--- src/logic/hspp_regs.vh ---
// Purpose: Register map, field positions and timing counts for the hub strap
//          and port power block.
// Assumes: 32-bit register words on a plain strobe port, byte addresses.
// Notes:   Definitions only.
`ifndef HSPP_REGS_VH
`define HSPP_REGS_VH

// ****************************************************************
// Register offsets
// ****************************************************************
`define HSPP_ADDR_W        8
`define HSPP_OFF_CTRL      8'h00
`define HSPP_OFF_STRAP     8'h04
`define HSPP_OFF_STATUS    8'h08
`define HSPP_OFF_MASK      8'h0c

// ****************************************************************
// Control fields
// ****************************************************************
`define HSPP_CTRL_PWR      0
`define HSPP_CTRL_LED1     1
`define HSPP_CTRL_LED2     2
`define HSPP_CTRL_LEDSUP   3
`define HSPP_CTRL_W        4
`define HSPP_CTRL_RST      4'h0

// ****************************************************************
// Strap readback fields
// ****************************************************************
`define HSPP_STRAP_METHOD_LO 0
`define HSPP_STRAP_FIXED_LO  2
`define HSPP_STRAP_POL       4
`define HSPP_STRAP_VALID     5
`define HSPP_STRAP_OC        6

// ****************************************************************
// Status and mask fields
// ****************************************************************
`define HSPP_ST_OC_SET     0
`define HSPP_ST_OC_CLR     1
`define HSPP_ST_CAPT       2
`define HSPP_ST_W          3
`define HSPP_ST_RST        3'h0

// ****************************************************************
// Encodings
// ****************************************************************
`define HSPP_METHOD_RSVD   2'h0
`define HSPP_METHOD_SMBUS  2'h1
`define HSPP_METHOD_STRAP  2'h2
`define HSPP_METHOD_EEPROM 2'h3
`define HSPP_SMBUS_ADDR    7'h2c
`define HSPP_FIXED_NONE    2'h0
`define HSPP_FIXED_P1      2'h1
`define HSPP_FIXED_P2LOW   2'h2
`define HSPP_FIXED_BOTHLOW 2'h3

// ****************************************************************
// Timing
// ****************************************************************
`define HSPP_SYNC_FILL     2'h3

`endif

--- src/logic/hspp_pin_sync.v ---
// Purpose: Three-stage synchroniser for one pin with a settled-level output.
// Assumes: The pin is asynchronous to i_clk.
// Notes:   The settled level moves only when stages two and three agree.
`timescale 1ns/1ps

module hspp_pin_sync
#(
  parameter RESET_LEVEL = 1'b0
)
(
  input  wire i_clk,      // Core clock.
  input  wire i_reset_n,  // Asynchronous reset, active low.
  input  wire i_pin,      // Raw pin level.
  output reg  o_level,    // Settled level.
  output wire o_stable    // Stages two and three agree.
);

  reg s1_reg;
  reg s2_reg;
  reg s3_reg;

  assign o_stable = (s2_reg == s3_reg);

  // ****************************************************************
  // Synchroniser chain
  // ****************************************************************
  // The first stage feeds only the second; nothing else looks at it.
  always @(posedge i_clk or negedge i_reset_n)
  begin
    if (!i_reset_n)
    begin
      s1_reg  <= RESET_LEVEL;
      s2_reg  <= RESET_LEVEL;
      s3_reg  <= RESET_LEVEL;
      o_level <= RESET_LEVEL;
    end
    else
    begin
      s1_reg <= i_pin;
      s2_reg <= s1_reg;
      s3_reg <= s2_reg;
      if (s2_reg == s3_reg)
        o_level <= s3_reg;
    end
  end

endmodule

--- src/logic/hspp_led_drive.v ---
// Purpose: Drives one indicator LED pin once strap sampling is over.
// Assumes: All inputs come from logic on i_clk.
// Notes:   The pin stays released while its strap is still being read.
`timescale 1ns/1ps

module hspp_led_drive
(
  input  wire i_clk,         // Core clock.
  input  wire i_reset_n,     // Asynchronous reset, active low.
  input  wire i_run,         // Strap capture finished.
  input  wire i_on,          // LED requested lit.
  input  wire i_active_low,  // LED lights on a low level.
  output reg  o_pin,         // Pin output level.
  output reg  o_pin_oe       // Pin output enable.
);

  // ****************************************************************
  // Pin driver
  // ****************************************************************
  // Releasing the pin in reset keeps the strap resistor readable.
  always @(posedge i_clk or negedge i_reset_n)
  begin
    if (!i_reset_n)
    begin
      o_pin    <= 1'b0;
      o_pin_oe <= 1'b0;
    end
    else
    begin
      o_pin    <= i_on ^ i_active_low;
      o_pin_oe <= i_run;
    end
  end

endmodule

--- src/logic/hspp_strap_port_power.v ---
// Purpose: Strap capture, port power enable, indicator LEDs and over-current
//          sensing for a two-port hub, with a small register port.
// Assumes: 250 MHz i_clk; straps are quiet around reset release.
// Notes:   Straps are taken from settled synchroniser levels just after
//          the release, since an asynchronous reset cannot load a pin.
//
// Chosen here: the register offsets and the strobed register port.
`timescale 1ns/1ps
`include "hspp_regs.vh"

// Notes on behaviour
// - Fixed strap 00 none fixed, 01 port 1 fixed, 10 or 11 both fixed.
// - LED polarity: 00 both high, 01 port 1 low, 10 port 2 low.
// - Fixed strap 11 makes both LEDs active low and both ports fixed.
// - In reset the power enable level follows the polarity strap, staying off.
// - Polarity strap is captured at reset release and held until next reset.
// - Captured polarity 1 gives active high power enable, 0 active low.
// - Over-current input is active low and idles high through a pull-up.
// - Shared serial clock pin is captured as configuration method bit 0.
// - Dedicated select pin is captured as configuration method bit 1.
// - Method 00 reserved, 01 SMBus slave, 10 strap defaults, 11 EEPROM.
// - Fixed strap pins count only when the strap default method is chosen.
// - With LED support set by EEPROM or SMBus, LEDs are active low.
module hspp_strap_port_power
(
  input  wire                    i_clk,                         // Core clock.
  input  wire                    i_reset_n,                     // Async reset, low.
  input  wire                    i_power_enable_polarity_strap, // Polarity pin.
  input  wire                    i_config_method_bit0,          // Shared clock pin in.
  input  wire                    i_config_method_bit1,          // Select pin.
  input  wire                    i_overcurrent_in_low,          // Over-current, low.
  input  wire                    i_port1_indicator_led,         // LED1 pin in.
  input  wire                    i_port2_indicator_led,         // LED2 pin in.
  input  wire                    i_serial_clock_low,            // Core pulls clock low.
  input  wire [`HSPP_ADDR_W-1:0] i_addr,                        // Register address.
  input  wire [31:0]             i_wr_data,                     // Write data.
  input  wire                    i_wr,                          // Write strobe.
  input  wire                    i_rd,                          // Read strobe.
  output reg  [31:0]             o_rd_data,                     // Read data.
  output reg                     o_irq,                         // Interrupt, high.
  output wire                    o_downstream_power_enable,     // Power switch.
  output reg                     o_serial_clock,                // Clock pin out.
  output reg                     o_serial_clock_oe,             // Clock pin enable.
  output wire                    o_port1_indicator_led,         // LED1 pin out.
  output wire                    o_port1_indicator_led_oe,      // LED1 pin enable.
  output wire                    o_port2_indicator_led,         // LED2 pin out.
  output wire                    o_port2_indicator_led_oe,      // LED2 pin enable.
  output reg  [1:0]              o_config_method,               // Captured method.
  output reg                     o_port1_fixed,                 // Port 1 fixed.
  output reg                     o_port2_fixed,                 // Port 2 fixed.
  output reg                     o_straps_valid                 // Capture done.
);

  // ****************************************************************
  // Capture sequencer states
  // ****************************************************************
  localparam ST_FILL = 2'h0;
  localparam ST_CAPT = 2'h1;
  localparam ST_RUN  = 2'h2;

  reg  [1:0]             state_reg;
  reg  [1:0]             fill_reg;
  reg                    pol_reg;
  reg  [1:0]             fixed_reg;
  reg                    led1_low_reg;
  reg                    led2_low_reg;
  reg                    pwr_on_reg;
  reg  [`HSPP_CTRL_W-1:0] ctrl_reg;
  reg  [`HSPP_CTRL_W-1:0] ctrl_next;
  reg  [`HSPP_ST_W-1:0]  status_reg;
  reg  [`HSPP_ST_W-1:0]  status_next;
  reg  [`HSPP_ST_W-1:0]  mask_reg;
  reg                    oc_prev_reg;
  reg  [31:0]            rd_next;
  reg  [`HSPP_ST_W-1:0]  events;
  wire                   pol_lvl;
  wire                   sel0_lvl;
  wire                   sel1_lvl;
  wire                   oc_lvl;
  wire                   led1_lvl;
  wire                   led2_lvl;
  wire                   pol_ok;
  wire                   sel0_ok;
  wire                   sel1_ok;
  wire                   led1_ok;
  wire                   led2_ok;
  wire                   all_ok;
  wire                   run;
  wire                   led_sup;

  // ****************************************************************
  // Pin synchronisers
  // ****************************************************************
  hspp_pin_sync #(.RESET_LEVEL(1'b0)) u_sync_pol
  (
    .i_clk     (i_clk),
    .i_reset_n (i_reset_n),
    .i_pin     (i_power_enable_polarity_strap),
    .o_level   (pol_lvl),
    .o_stable  (pol_ok)
  );

  hspp_pin_sync #(.RESET_LEVEL(1'b0)) u_sync_sel0
  (
    .i_clk     (i_clk),
    .i_reset_n (i_reset_n),
    .i_pin     (i_config_method_bit0),
    .o_level   (sel0_lvl),
    .o_stable  (sel0_ok)
  );

  hspp_pin_sync #(.RESET_LEVEL(1'b0)) u_sync_sel1
  (
    .i_clk     (i_clk),
    .i_reset_n (i_reset_n),
    .i_pin     (i_config_method_bit1),
    .o_level   (sel1_lvl),
    .o_stable  (sel1_ok)
  );

  // Resets high so that an idle input never reports an over-current.
  hspp_pin_sync #(.RESET_LEVEL(1'b1)) u_sync_oc
  (
    .i_clk     (i_clk),
    .i_reset_n (i_reset_n),
    .i_pin     (i_overcurrent_in_low),
    .o_level   (oc_lvl),
    .o_stable  ()
  );

  hspp_pin_sync #(.RESET_LEVEL(1'b0)) u_sync_led1
  (
    .i_clk     (i_clk),
    .i_reset_n (i_reset_n),
    .i_pin     (i_port1_indicator_led),
    .o_level   (led1_lvl),
    .o_stable  (led1_ok)
  );

  hspp_pin_sync #(.RESET_LEVEL(1'b0)) u_sync_led2
  (
    .i_clk     (i_clk),
    .i_reset_n (i_reset_n),
    .i_pin     (i_port2_indicator_led),
    .o_level   (led2_lvl),
    .o_stable  (led2_ok)
  );

  assign all_ok  = pol_ok & sel0_ok & sel1_ok & led1_ok & led2_ok;
  assign run     = (state_reg == ST_RUN);
  assign led_sup = ctrl_reg[`HSPP_CTRL_LEDSUP];

  // ****************************************************************
  // Strap capture sequencer
  // ****************************************************************
  // The chain needs three edges to carry real pin levels, so capture
  // waits for the fill count and then for every strap to agree.
  always @(posedge i_clk or negedge i_reset_n)
  begin
    if (!i_reset_n)
    begin
      state_reg       <= ST_FILL;
      fill_reg        <= 2'h0;
      pol_reg         <= 1'b0;
      fixed_reg       <= `HSPP_FIXED_NONE;
      o_config_method <= `HSPP_METHOD_RSVD;
      o_port1_fixed   <= 1'b0;
      o_port2_fixed   <= 1'b0;
      o_straps_valid  <= 1'b0;
    end
    else
    begin
      case (state_reg)
        ST_FILL:
        begin
          fill_reg <= fill_reg + 2'h1;
          if (fill_reg == `HSPP_SYNC_FILL)
            state_reg <= ST_CAPT;
        end
        ST_CAPT:
        begin
          if (all_ok)
          begin
            state_reg          <= ST_RUN;
            o_straps_valid     <= 1'b1;
            pol_reg            <= pol_lvl;
            o_config_method[0] <= sel0_lvl;
            o_config_method[1] <= sel1_lvl;
            if ({sel1_lvl, sel0_lvl} == `HSPP_METHOD_STRAP)
            begin
              fixed_reg     <= {led2_lvl, led1_lvl};
              o_port1_fixed <= led1_lvl | led2_lvl;
              o_port2_fixed <= led2_lvl;
            end
          end
        end
        ST_RUN:
          state_reg <= ST_RUN;
        default:
          state_reg <= ST_FILL;
      endcase
    end
  end

  // ****************************************************************
  // LED polarity
  // ****************************************************************
  // Strap defaults take their polarity from the fixed strap; the
  // downloaded methods follow the LED support setting instead.
  always @(posedge i_clk or negedge i_reset_n)
  begin
    if (!i_reset_n)
    begin
      led1_low_reg <= 1'b0;
      led2_low_reg <= 1'b0;
    end
    else if (o_config_method == `HSPP_METHOD_STRAP)
    begin
      led1_low_reg <= (fixed_reg == `HSPP_FIXED_P1) |
                      (fixed_reg == `HSPP_FIXED_BOTHLOW);
      led2_low_reg <= fixed_reg[1];
    end
    else
    begin
      led1_low_reg <= led_sup;
      led2_low_reg <= led_sup;
    end
  end

  hspp_led_drive u_led1
  (
    .i_clk        (i_clk),
    .i_reset_n    (i_reset_n),
    .i_run        (run),
    .i_on         (ctrl_reg[`HSPP_CTRL_LED1]),
    .i_active_low (led1_low_reg),
    .o_pin        (o_port1_indicator_led),
    .o_pin_oe     (o_port1_indicator_led_oe)
  );

  hspp_led_drive u_led2
  (
    .i_clk        (i_clk),
    .i_reset_n    (i_reset_n),
    .i_run        (run),
    .i_on         (ctrl_reg[`HSPP_CTRL_LED2]),
    .i_active_low (led2_low_reg),
    .o_pin        (o_port2_indicator_led),
    .o_pin_oe     (o_port2_indicator_led_oe)
  );

  // ****************************************************************
  // Serial clock pin and port power
  // ****************************************************************
  // The clock pin is open drain: enabled only while pulling low.
  always @(posedge i_clk or negedge i_reset_n)
  begin
    if (!i_reset_n)
    begin
      o_serial_clock    <= 1'b0;
      o_serial_clock_oe <= 1'b0;
      pwr_on_reg        <= 1'b0;
    end
    else
    begin
      o_serial_clock    <= 1'b0;
      o_serial_clock_oe <= run & i_serial_clock_low;
      pwr_on_reg        <= run & ctrl_reg[`HSPP_CTRL_PWR];
    end
  end

  // Until the polarity is captured the enable shows the inactive level
  // of the live strap through gates alone; a flop cannot load a pin
  // level under asynchronous reset, so this output is not registered.
  assign o_downstream_power_enable = o_straps_valid ?
                                     (pwr_on_reg ~^ pol_reg) :
                                     ~i_power_enable_polarity_strap;

  // ****************************************************************
  // Events and control register
  // ****************************************************************
  // An over-current also drops the power request; the hardware clear
  // wins over a software write in the same cycle.
  always @*
  begin
    events                    = {`HSPP_ST_W{1'b0}};
    events[`HSPP_ST_OC_SET]   = oc_prev_reg & ~oc_lvl;
    events[`HSPP_ST_OC_CLR]   = ~oc_prev_reg & oc_lvl;
    events[`HSPP_ST_CAPT]     = (state_reg == ST_CAPT) & all_ok;
    ctrl_next                 = ctrl_reg;
    if (i_wr && i_addr == `HSPP_OFF_CTRL)
      ctrl_next = i_wr_data[`HSPP_CTRL_W-1:0];
    if (events[`HSPP_ST_OC_SET])
      ctrl_next[`HSPP_CTRL_PWR] = 1'b0;
    status_next = status_reg;
    if (i_rd && i_addr == `HSPP_OFF_STATUS)
      status_next = {`HSPP_ST_W{1'b0}};
    status_next = status_next | events;
  end

  // ****************************************************************
  // Read mux
  // ****************************************************************
  always @*
  begin
    rd_next = 32'h0;
    case (i_addr)
      `HSPP_OFF_CTRL:
        rd_next[`HSPP_CTRL_W-1:0] = ctrl_reg;
      `HSPP_OFF_STRAP:
      begin
        rd_next[`HSPP_STRAP_METHOD_LO+1:`HSPP_STRAP_METHOD_LO] = o_config_method;
        rd_next[`HSPP_STRAP_FIXED_LO+1:`HSPP_STRAP_FIXED_LO]   = fixed_reg;
        rd_next[`HSPP_STRAP_POL]   = pol_reg;
        rd_next[`HSPP_STRAP_VALID] = o_straps_valid;
        rd_next[`HSPP_STRAP_OC]    = ~oc_lvl;
      end
      `HSPP_OFF_STATUS:
        rd_next[`HSPP_ST_W-1:0] = status_reg;
      `HSPP_OFF_MASK:
        rd_next[`HSPP_ST_W-1:0] = mask_reg;
      default:
        rd_next = 32'h0;
    endcase
  end

  // ****************************************************************
  // Register state and interrupt
  // ****************************************************************
  // Read data stands in each cycle after a read strobe and is zero otherwise.
  always @(posedge i_clk or negedge i_reset_n)
  begin
    if (!i_reset_n)
    begin
      ctrl_reg    <= `HSPP_CTRL_RST;
      status_reg  <= `HSPP_ST_RST;
      mask_reg    <= `HSPP_ST_RST;
      oc_prev_reg <= 1'b1;
      o_rd_data   <= 32'h0;
      o_irq       <= 1'b0;
    end
    else
    begin
      ctrl_reg    <= ctrl_next;
      status_reg  <= status_next;
      oc_prev_reg <= oc_lvl;
      if (i_wr && i_addr == `HSPP_OFF_MASK)
        mask_reg <= i_wr_data[`HSPP_ST_W-1:0];
      o_rd_data <= i_rd ? rd_next : 32'h0;
      o_irq     <= |(status_next & mask_reg);
    end
  end

endmodule

--- config.mk ---
export PLATFORM = sky130hd
export DESIGN_NAME = hspp_strap_port_power
export DESIGN_NICKNAME = d
export VERILOG_FILES = /design/src/logic/hspp_pin_sync.v /design/src/logic/hspp_led_drive.v /design/src/logic/hspp_strap_port_power.v
export VERILOG_INCLUDE_DIRS = /design/src /design/src/logic
export SDC_FILE = /design/constraint.sdc
export NUM_CORES = 1
export LEC_CHECK = 0
export ABC_AREA = 0
export BUFFER_PORTS_ARGS = -buffer_cell sky130_fd_sc_hd__buf_4
export CAP_MARGIN = 30
export CORE_UTILIZATION = 52
export DETAILED_ROUTE_END_ITERATION = 10
export PLACE_DENSITY = 0.85
export SYNTH_ARGS = -nofsm -noshare
export SYNTH_HDL_FRONTEND = slang
export SYNTH_HIERARCHICAL = 1
export SYNTH_SLANG_ARGS = --single-unit
--- constraint.sdc ---
create_clock -name i_clk -period 3.8 [get_ports i_clk]
set_input_delay 0.19 -clock i_clk [delete_from_list [all_inputs] [get_ports i_clk]]
set_output_delay 0.19 -clock i_clk [all_outputs]
set_load 0.01 [all_outputs]
# After elaboration in Yosys (flattened, before gate mapping)
# Index checks and enable logic that the tools add are counted.
[op_classes]
add_sub_neg = 1
bitwise = 19
reduce_logical = 10
n_mux = 13
n_eq_ne = 18
[op_table]
columns = ["cell", "n"]
rows = [
  ["$eq 8x4->1 const B", 2],
  ["$pmux 3 s4", 1],
  ["$eq 2x2->1 const B", 5],
  ["$and 1x1->1", 9],
  ["$eq 8x3->1 const B", 1],
  ["$logic_not 8->1", 1],
  ["$mux 7", 1],
  ["$eq 1x1->1", 6],
  ["$mux 3", 2],
  ["$pmux 2 s3", 1],
  ["$mux 1", 5],
  ["$eq 2x1->1 const B", 2],
  ["$mux 2", 2],
  ["$ne 2x2->1 const B", 2],
  ["$reduce_and 2->1", 2],
  ["$and 3x3->3", 1],
  ["$logic_and 1x1->1", 3],
  ["$not 1->1", 3],
  ["$or 3x3->3", 1],
  ["$reduce_and 3->1", 1],
  ["$reduce_or 3->1", 1],
  ["$add 2x1->2 const B", 1],
  ["$logic_not 2->1", 1],
  ["$or 1x1->1", 2],
  ["4 further kinds", 5],
]
[totals]
inputBits = 51
reg_bits = 62
output_inout_bits = 45

# Logic depth before layout (Yosys ltp)
# Gate-level depths: netlist of the first run.
[depth]
word_depth = 9
mapped_depth = 5
depth_no_buf = 5

# Hierarchy
# Netlist of the first run, hierarchy kept.
[by_module_without_submodules]
columns = ["mod", "area_each_um2", "n_inst", "cells_each"]
rows = [
  ["hspp_strap_port_power", 1717.9, 1, 141],
  ["hspp_pin_sync (u_sync_led1 ...)", 120.1, 5, 6],
  ["hspp_pin_sync (u_sync_oc)", 125.1, 1, 6],
  ["hspp_led_drive", 58.8, 2, 3],
]

# Worst setup path before layout of the first run
# OpenSTA, ideal clock, no wires.
[synth_timing]
path_type = "reg-to-reg"
startpoint = "register u_sync_sel1.s3_reg"
endpoint = "register fixed_reg[0]"
synth_period_minus_slack_ps = 1703
slack_ps = 2097
stages_incl_launch_ff = 6
setup_time_ps = 125
path_buffers = 0
required_time_ps = 3675
t_arrival_ps = 1579
cell_sequence = "dfrtp_1 > xnor2_1 > and3_1 > nand4_4 > or3b_4 > mux2_2"
[synth_via]
elab_chain_cells = 5
[synth_lines]
columns = ["item", "line_no", "rtl"]
rows = [
  ["start, declared", "hspp_pin_sync.v:20", "reg s3_reg;"],
  ["start signal, assigned", "hspp_pin_sync.v:41", "s3_reg <= s2_reg;"],
  ["$eq 1x1->1", "hspp_pin_sync.v:22", "assign o_stable = (s2_reg == s3_reg);"],
  ["net sel1_ok", "hspp_strap_port_power.v:84", "wire sel1_ok;"],
  ["$and 1x1->1 (3 in series)", "hspp_strap_port_power.v:149", "assign all_ok = pol_ok & sel0_ok & sel1_ok & led1_ok & led2_ok;"],
  ["$reduce_and 3->1 (no source line)", "--", ""],
  ["end signal, assigned", "hspp_strap_port_power.v:165", "fixed_reg <= `HSPP_FIXED_NONE;"],
  ["end signal, assigned", "hspp_strap_port_power.v:191", "fixed_reg <= {led2_lvl, led1_lvl};"],
  ["end, declared", "hspp_strap_port_power.v:64", "reg [1:0] fixed_reg;"],
]
# The timed path passes the listed nets, and every way through them passes these cells.
# A chain may end at the register's enable or synchronous reset.

# Worst setup path after layout of the first run
[layout_timing]
startpoint = "register u_sync_pol.s2_reg"
endpoint = "register o_port2_fixed"
[layout_via]
elab_chain_cells = 6
[layout_lines]
columns = ["item", "line_no", "rtl"]
rows = [
  ["start, declared", "hspp_pin_sync.v:19", "reg s2_reg;"],
  ["start signal, assigned", "hspp_pin_sync.v:40", "s2_reg <= s1_reg;"],
  ["$eq 1x1->1", "hspp_pin_sync.v:22", ""],
  ["net pol_ok", "hspp_strap_port_power.v:82", "wire pol_ok;"],
  ["$and 1x1->1 (4 in series)", "hspp_strap_port_power.v:149", ""],
  ["$reduce_and 3->1 (no source line)", "--", ""],
  ["end signal, assigned", "hspp_strap_port_power.v:193", "o_port2_fixed <= led2_lvl;"],
  ["end, declared", "hspp_strap_port_power.v:50", "output reg o_port2_fixed,"],
]
# The timed path passes the listed nets, and every way through them passes these cells.

==> out/results.tsv, run 1 <==
stage	metric	value	unit
status	status	completed	
clock_tree	Max Root-Sink Buffers	2	
timing	Final WS setup	1860	ps
timing	Slew HR	50.1	%
timing	Hold Fails Final Rpt	0	
timing	clk_skew	8.26	ps
route	Remaining DRCs	0	
worst_hold_path	hold path cells	2	
clock_tree	root buffer cell	clkbuf_8	
die	die width	72.1	um
timing	Tcrit/Tclk final	51.0	%
grt	first-pass GRT wire length	6800	um
clock_tree	CTS sink count	62	
layout	register area	1560	um2
place	HPWL after DPL	2760	um
layout	Ant. Diodes	0	
route	First-pass DRT Iterations	6	
worst_setup_path	Worst setup EP type	register	
clock_tree	htree depth	3	
grt	gr ovfl total	0	
run	max_cap viols	0	
layout	share of cells above drive strength 1	37.4	%
power	P_leak	0.00156	uW
place	minimum setup slack after placement	1890	ps
grt	pin count of the biggest net entering global routing	63	
worst_hold_path	Min-Delay Path Class	input pin to register	
route	Via density	4.69	
die	core area	4720	um2
synthesis	Syn Area/Cell	14.0	um2
grt	number of global-route vias before repair	1467	
die	FP Rows	25	
timing	Worst-Margin Slew	748	ps
timing	Finish-stage setup viols	0	
worst_setup_path	Worst R2R Path Depth	5	
die	Die Y	72.1	um
die	die area	5190	um2
clock_tree	# resized after CTS	0	
clock_tree	clock slew seen by the registers of the worst setup and hold paths	70	ps
grt	initial antenna violation count	0	
layout	number of flip-flops under the largest register name	7	
worst_setup_path	Worst EP arrival	2160	ps
synthesis	Yosys warning count	6	
die	I/O pins	96	
timing	Tmin final	1940	ps
route	DRT Wirelength	4090	um
worst_setup_path	CP Max Fanout	7	
timing	RSZ-0062 raised after global routing	no	
synthesis	Syn Inst Count	182	
layout	FILL cells	338	
grt	met3 usage	5.56	%
worst_setup_path	Critical Path RT	4020	ps
place	input/output buffers	41	
place	routability-driven placement congestion ratio	0.753	
layout	Final Util	67.2	%
grt	met2 Usage GRT	30.4	%
layout	Area Growth Syn to Fin	24.4	%
timing	FMAX	516	MHz
route	per-cell routed wire length	13.2	um
route	vias	1453	
clock_tree	CTS tree	done	
worst_setup_path	type of the worst setup path	register to register	
grt	global routing's busiest layer	met2	
layout	multi-input logic area	851	um2
synthesis	Mapped Area	2550	um2
power	Peak VDD IR	0.313	mV
route	Iteration-0 DRC Markers	58	
worst_setup_path	type of origin of the critical path	register	
layout	nets	294	
route	DRT antenna net count	0	
power	Pwr per Cell Area	601	nW/um2
timing	sum of negative setup slack	0	ps
die	initial core utilization	54.0	%
clock_tree	CTS Buf Count	9	
timing	pins over their slew limit	0	
clock_tree	worst skew pair latency	330	ps
grt	Total GRT Usage	18.2	%
grt	met1 GRT Util	21.1	%
[critical path, stage by stage (launching register included)]
cell and delay (ps):
dfrtp_1 430, xnor2_1 200, and3_1 250, nand4_4 180
or3b_4 470, mux2_2 290
[stage by stage]
step | cell area (um2) | hold WS, ps | power [uW] | cells
after floorplan | 2650 | -106 | 1030 | 207
after global placement | 2830 | 299 | 1130 | 287
after detailed placement | 2830 | 301 | 1150 | 287
after CTS | 3170 | 59.0 | 1930 | 310
after global routing | 3170 | 61.0 | 2000 | 310
final | 3170 | 74.4 | 1910 | 310
[layout make-up]
cell class	count	share of cell area [%]
clock buffers	10	4.34
repair buffers	48	11.9
multi-input cells	108	26.8
flip-flops and latches	62	49.1
clock inverters	6	4.18
inverters	9	1.06
well taps	67	2.64
[worst paths after layout]
kind	end	slack, ps	startpoint
worst min-delay path	o_serial_clock_oe$_DFF_PN0_	70	i_serial_clock_low
min in group asynchronous	o_rd_data[3]$_DFF_PN0_	470	i_reset_n
worst max register to register	o_port2_fixed$_DFFE_PN0P_	1860	u_sync_pol/s2_reg$_DFF_PN0_
max in group asynchronous	state_reg[0]$_DFFE_PN0P_	2830	i_reset_n
worst max-delay path	o_port2_fixed$_DFFE_PN0P_	1860	u_sync_pol/s2_reg$_DFF_PN0_
worst min register to register	u_sync_pol/s2_reg$_DFF_PN0_	350	u_sync_pol/s1_reg$_DFF_PN0_
[layer usage]
layer	share of wire, %	vias to the layer above
met1	41	719
li1	-	674
met5	0	-
met4	1.6	0
met3	5.2	5
met2	52	55
[power by group]
part           switching [uW]  internal, uW
logic                     152           177
clock network             245           519
registers                63.2           751
total                     460          1450
[cells in the final DEF, fill, tap and decap left out, types with 5 or more instances in the layout]
master	n
buf_4	41
clkbuf_8	10
conb_1	26
dfrtp_1	57
dfstp_2	5
dlygate4sd3_1	7
ha_1	5
inv_1	9
maj3_2	6
mux2_2	14
nand2_1	6
nor2_1	7
xnor2_1	6
[what timing repair did]
item / CTS / global route
hold buffers: 7 / 0
hold endpoints to repair: 63 / 0
setup buffers: 0 / 0
(Power assumes the default switching activity.)
==> inputs of run 2 (changes only) <==
- CORE_UTILIZATION: 52 -> 44
- PLACE_DENSITY: 0.85 -> 0.77
- clock period: 3.8 -> 1.55 ns (I/O delays scaled with it)
==> run 2 against run 1 <==
- the run now ends with negative setup slack left
- global-route usage fell by 2.8 points
- count of clock-buffer cells in the layout rose by 5
- combinational power rose to 2.8 times the previous value
- maximum frequency rose by 15%
- core utilization fell by 7.3 points
- via count rose by 5.8%
- cell count rose by 9.0%
- die area rose by 18%
- critical endpoint is now fixed_reg[0]$_DFFE_PN0P_
- largest cell class unchanged
- largest power group unchanged
==> out/results.tsv, run 2 (synthesis gave the netlist of run 1 again) <==
stage	metric	value	unit	change
timing	pins over their slew limit	0		unchanged
timing	hold_ws	107	ps	+32.4 ps
die	core area	5540	um2	+17%
die	I/O pins	96		unchanged
route	First-pass DRT Iterations	4		-2
route	Iteration-0 DRC Markers	77		+33%
die	initial core utilization	46.1	%	-8.0 points
worst_setup_path	Worst EP arrival	1890	ps	-270 ps
die	die width	78.2	um	+8.5%
status	failing checks	negative setup slack		
worst_setup_path	type of the worst setup path	register to register		
run	max_cap viols	0		unchanged
layout	Area Growth Syn to Fin	30.0	%	
place	routability-driven placement congestion ratio	0.759		+0.73%
worst_setup_path	R2R Path Start	u_sync_pol/s3_reg$_DFF_PN0_		
timing	clk_skew	12.5	ps	+4.28 ps
timing	Final WS setup	-131	ps	-1990 ps
clock_tree	worst skew pair latency	330	ps	about the same
worst_setup_path	Max stage delay on crit path	410	ps	-60 ps
clock_tree	Max Root-Sink Buffers	2		unchanged
layout	most common cell after layout, fill and taps aside	buf_4		
clock_tree	clock slew seen by the registers of the worst setup and hold paths	70	ps	about the same
timing	RSZ-0062 raised after global routing	yes		
layout	nets	317		+7.8%
power	P_leak	0.00165	uW	+5.2%
worst_setup_path	type of origin of the critical path	register		
timing	Hold Fails Final Rpt	0		unchanged
worst_setup_path	CP Cell Sequence	xnor2_2 -> and3_4 -> nand4_4 -> or3b_4 -> mux2_2		
clock_tree	CTS Buf Count	9		unchanged
route	DRT Wirelength	4250	um	+4.0%
place	minimum setup slack after placement	-159	ps	-2050 ps
worst_setup_path	CP max-delay cell	dfrtp_1		
status	status	complete, but fails checks		
timing	Tcrit/Tclk final	108	%	+57 points
layout	Final Util	59.9	%	-7.3 points
grt	initial antenna violation count	0		unchanged
route	vias	1537		+5.8%
clock_tree	root buffer cell	clkbuf_8		
place	HPWL after DPL	3090	um	+12%
layout	share of cells above drive strength 1	40.2	%	+2.8 points
timing	sum of negative setup slack	-369	ps	-369 ps
die	FP Rows	27		+8.0%
clock_tree	CTS tree	done		
power	Pwr per Cell Area	1300	nW/um2	+120%
layout	Ant. Diodes	0		unchanged
worst_setup_path	CP Max Fanout	3		-4
place	placed cell count	309		+7.7%
layout	most frequent cells in the layout	buf_4 (58), dfrtp_1 (57), conb_1 (26), mux2_2 (14), dlygate4sd3_1 (12)		
layout	number of flip-flops under the largest register name	7		unchanged
worst_hold_path	Min-Delay Path Class	input pin to register		
clock_tree	htree depth	3		unchanged
worst_setup_path	Critical Path RT	1760	ps	-2260 ps
grt	first-pass GRT wire length	7090	um	+4.3%
power	Peak VDD IR	0.638	mV	+100%
route	per-cell routed wire length	12.6	um	-4.6%
worst_setup_path	r2r setup slk	-130	ps	-1990 ps
die	die area	6110	um2	+18%
timing	Finish-stage setup viols	3		+3
route	Remaining DRCs	0		unchanged
worst_setup_path	Crit. Startpoint	u_sync_pol/s3_reg$_DFF_PN0_		
grt	pin count of the biggest net entering global routing	35		-44%
route	DRT antenna net count	0		unchanged
grt	gr ovfl total	0		unchanged
worst_setup_path	crit path to	fixed_reg[0]$_DFFE_PN0P_		
worst_setup_path	Worst R2R Path Depth	5		unchanged
grt	Total GRT Usage	15.5	%	-2.8 points
timing	FMAX	595	MHz	+15%
place	input/output buffers	41		unchanged
worst_setup_path	Reg2Reg Capture Point	fixed_reg[0]$_DFFE_PN0P_		
grt	number of global-route vias before repair	1581		+7.8%
clock_tree	CTS sink count	62		unchanged
die	Die Y	78.2	um	+8.5%
route	Via density	4.55		-3.0%
worst_setup_path	Worst setup EP type	register		
layout	fin cells	338		+9.0%
timing	Tmin final	1680	ps	-256 ps
==> run 2: worst min-delay path by stage <==
stage                     cells after the start  slack (ps)  startpoint                      end
after floorplan                               0        -220   i_reset_n  ctrl_reg[0]$_DFFE_PN0P_
after global placement                        1          20   i_reset_n   o_rd_data[6]$_DFF_PN0_
after detailed placement                      1          30   i_reset_n  ctrl_reg[1]$_DFFE_PN0P_
after CTS                                     2          90   i_addr[2]   o_rd_data[6]$_DFF_PN0_
after global routing                          2         110   i_addr[2]   o_rd_data[4]$_DFF_PN0_
final                                         2         110   i_addr[2]   o_rd_data[6]$_DFF_PN0_
==> run 2: area by class of cell <==
| cell class | count | area [um2] |
|---|---|---|
| clock inverter | 1 | 30.0 |
| timing repair buffer | 71 | 576 |
| inverter | 9 | 33.8 |
| tap | 72 | 90.1 |
| sequential | 62 | 1560 |
| fill | 442 | 2220 |
| multi-input combinational | 108 | 863 |
| clock buffer | 15 | 166 |
==> run 2: metal layers <==
layer / track usage [%] / up-vias / part of all wire (%)
li1: - / 722 / -
met1: 19.0 / 761 / 44
met2: 24.9 / 47 / 49
met3: 3.84 / 7 / 4.7
met4: 8.52 / 0 / 1.9
met5: 0 / - / 0
==> run 2: timing repair <==
item / in CTS / in global routing
endpoints found under the setup margin: 3 / 5
hold buffers: 12 / 0
pin swaps: 0 / 1
setup buffers: 1 / 0
gates resized for setup: 0 / 2
hold endpoints to repair: 41 / 0
==> run 2: critical path, delay by kind of cell (launching register included) <==
family,cells,cell delay (ps)
AND/OR/NAND/NOR,3,700
flip-flops,1,410
multiplexers,1,270
XOR/XNOR,1,170
==> run 2: power breakdown <==
part           leakage [uW]  switching [uW]  internal [uW]
sequential         0.000770             135           1840
clock             0.0000979             561            834
combinational      0.000778             420            517
total               0.00165            1120           3190
==> run 2: stage by stage <==
stage / cell area [um2] / total power (uW)
floorplan: 2650 / 2530
global placement: 2980 / 2880
detailed placement: 2980 / 2930
CTS: 3300 / 4360
global route: 3320 / 4540
finish: 3320 / 4310
==> inputs of run 3 (changes only) <==
- REMOVE_ABC_BUFFERS: unset -> 1
==> run 3 against run 2 <==
- the run still ends with negative setup slack left
- sequential cell count unchanged
- non-clock buffer count unchanged
- setup slack improved by 26 ps
- highest routed layer unchanged
- largest cell class unchanged
- routed wire length increased by 2.3%
- first-iteration DRC count decreased by 18%
- power increased by 3.7%
- core utilization increased by 0.75 points
- cell count unchanged
==> out/results.tsv, run 3 (synthesis gave the netlist of run 1 again) <==
stage	metric	value	unit	change
die	die width	78.2	um	unchanged
worst_setup_path	CP Cell Sequence	xnor2_1 -> and3_4 -> nand4_4 -> or3b_4 -> mux2_4		
route	Iteration-0 DRC Markers	63		-18%
clock_tree	worst skew pair latency	340	ps	about the same
die	I/O pins	96		unchanged
die	die area	6110	um2	unchanged
worst_setup_path	CP Max Fanout	3		unchanged
grt	Total GRT Usage	16.0	%	+0.54 points
place	HPWL after DPL	3060	um	-0.91%
worst_setup_path	Crit. Startpoint	u_sync_sel0/s2_reg$_DFF_PN0_		
worst_hold_path	Min-Delay Path Class	input pin to register		
clock_tree	root buffer cell	clkbuf_8		
worst_setup_path	Worst Path Buf+Inv	0		unchanged
die	Die Y	78.2	um	unchanged
die	initial core utilization	46.1	%	unchanged
place	routability-driven placement congestion ratio	0.804		+6.0%
worst_setup_path	CP max-delay cell	dfrtp_1		
die	FP Rows	27		unchanged
worst_setup_path	Worst setup EP type	register		
grt	number of global-route vias before repair	1534		-3.0%
power	P_leak	0.00166	uW	+0.74%
worst_setup_path	Worst EP arrival	1880	ps	about the same
timing	sum of negative setup slack	-247	ps	+123 ps
route	per-cell routed wire length	12.9	um	+2.3%
route	Remaining DRCs	0		unchanged
worst_setup_path	critical path's top delay family	simple AND/OR/NAND/NOR gates		
worst_setup_path	Critical Path RT	1770	ps	about the same
grt	pin count of the biggest net entering global routing	37		+5.7%
clock_tree	CTS sink count	62		unchanged
layout	most frequent cells in the layout	dfrtp_1 (57), buf_4 (57), conb_1 (26), mux2_2 (13), dlygate4sd3_1 (13)		
timing	pins over their slew limit	0		unchanged
worst_setup_path	Worst R2R Path Depth	5		unchanged
place	input/output buffers	41		unchanged
clock_tree	Max Root-Sink Buffers	2		unchanged
worst_setup_path	type of the worst setup path	register to register		
worst_setup_path	CP Depth	5		unchanged
clock_tree	CTS Buf Count	9		unchanged
power	Peak VDD IR	0.654	mV	+2.5%
worst_setup_path	Max stage delay on crit path	400	ps	about the same
timing	Tcrit/Tclk final	107	%	-1.7 points
grt	initial antenna violation count	0		unchanged
power	total power draw	4470	uW	+3.7%
timing	clk_skew	9.92	ps	-2.62 ps
route	First-pass DRT Iterations	4		unchanged
layout	share of cells above drive strength 1	41.4	%	+1.1 points
grt	first-pass GRT wire length	7170	um	+1.1%
status	failing checks	negative setup slack		
route	Via density	4.51		-0.78%
timing	Finish-stage setup viols	3		unchanged
route	DRT Wirelength	4350	um	+2.3%
run	max_cap viols	0		unchanged
layout	nets	317		unchanged
die	core area	5540	um2	unchanged
worst_setup_path	type of origin of the critical path	register		
timing	Hold Fails Final Rpt	0		unchanged
power	Pwr per Cell Area	1330	nW/um2	+2.4%
clock_tree	clock slew seen by the registers of the worst setup and hold paths	70	ps	about the same
layout	cell area after layout	3360	um2	+1.2%
worst_hold_path	hold path cells	2		unchanged
route	DRT antenna net count	0		unchanged
layout	Area Growth Syn to Fin	31.6	%	
timing	Tmin final	1660	ps	-25.7 ps
timing	Final WS setup	-106	ps	+25.7 ps
grt	gr ovfl total	0		unchanged
layout	number of flip-flops under the largest register name	7		unchanged
timing	RSZ-0062 raised after global routing	yes		
worst_hold_path	Hold Startpoint	i_addr[2]		
layout	Ant. Diodes	0		unchanged
place	dpl cell area	2980	um2	unchanged
route	vias	1525		-0.78%
clock_tree	postcts setup bufs	0		-1
clock_tree	CTS tree	done		
worst_setup_path	R2R Path Start	u_sync_sel0/s2_reg$_DFF_PN0_		
clock_tree	htree depth	3		unchanged
timing	FMAX	604	MHz	+1.6%
status	status	complete, but fails checks		
-- run 3: report_power, final --
part | internal (uW) | switching [uW] | total (uW)
Sequential | 1840 | 152 | 1990
Clock | 942 | 620 | 1560
Combinational | 516 | 397 | 913
Total | 3300 | 1170 | 4470
-- run 3: worst reg2reg max path, stage by stage, from the launching register on --
cell and delay, ps:
dfrtp_1 400, xnor2_1 160, and3_4 210, nand4_4 70, or3b_4 400, mux2_4 300
-- run 3: final cells by class --
cell class / instances / area [um2]
Multi-Input combinational cell: 108 / 876
Fill cell: 450 / 2180
Inverter: 9 / 33.8
Clock buffer: 10 / 138
Clock inverter: 6 / 85.1
Timing Repair Buffer: 71 / 578
Sequential cell: 62 / 1560
Tap cell: 72 / 90.1
-- run 3: what timing repair did --
action,in CTS,in global routing
setup endpoints to repair,3,6
hold buffers,13,0
pin swaps,4,2
endpoints found under the hold margin,75,0
resized for setup,2,3
-- run 3: final timing paths --
path,slack [ps],to
max in group asynchronous,800,u_sync_oc/o_level$_DFFE_PN1N_
min reg2reg,350,u_sync_sel1/s2_reg$_DFF_PN0_
min,100,o_rd_data[6]$_DFF_PN0_
max reg2reg,-110,fixed_reg[0]$_DFFE_PN0P_
max,-110,fixed_reg[0]$_DFFE_PN0P_
min in group asynchronous,190,u_sync_led1/s1_reg$_DFF_PN0_
-- run 3: through the flow --
| step | worst slack, ps | std cells | hold slack (ps) | utilization (%) |
|---|---|---|---|---|
| 2_1_floorplan | -153 | 179 | -218 | - |
| 3_3_place_gp | -120 | 309 | 17.6 | 53.8 |
| 3_5_place_dp | -151 | 309 | 17.5 | 53.8 |
| 4_1_cts | -123 | 338 | 79.3 | 60.3 |
| 5_1_grt | -198 | 338 | 99.9 | 60.6 |
| 6_report | -106 | 338 | 96.3 | 60.6 |
-- run 3: metal layers --
metal / GRT usage (%) / routed length (um) / share of wire [%] / vias to the layer above
met5: 0 / 0 / 0 / -
li1: - / - / - / 725
met1: 19.7 / 1890 / 44 / 747
met3: 4.88 / 195 / 4.5 / 9
met4: 7.78 / 79 / 1.8 / 0
met2: 25.6 / 2180 / 50 / 44
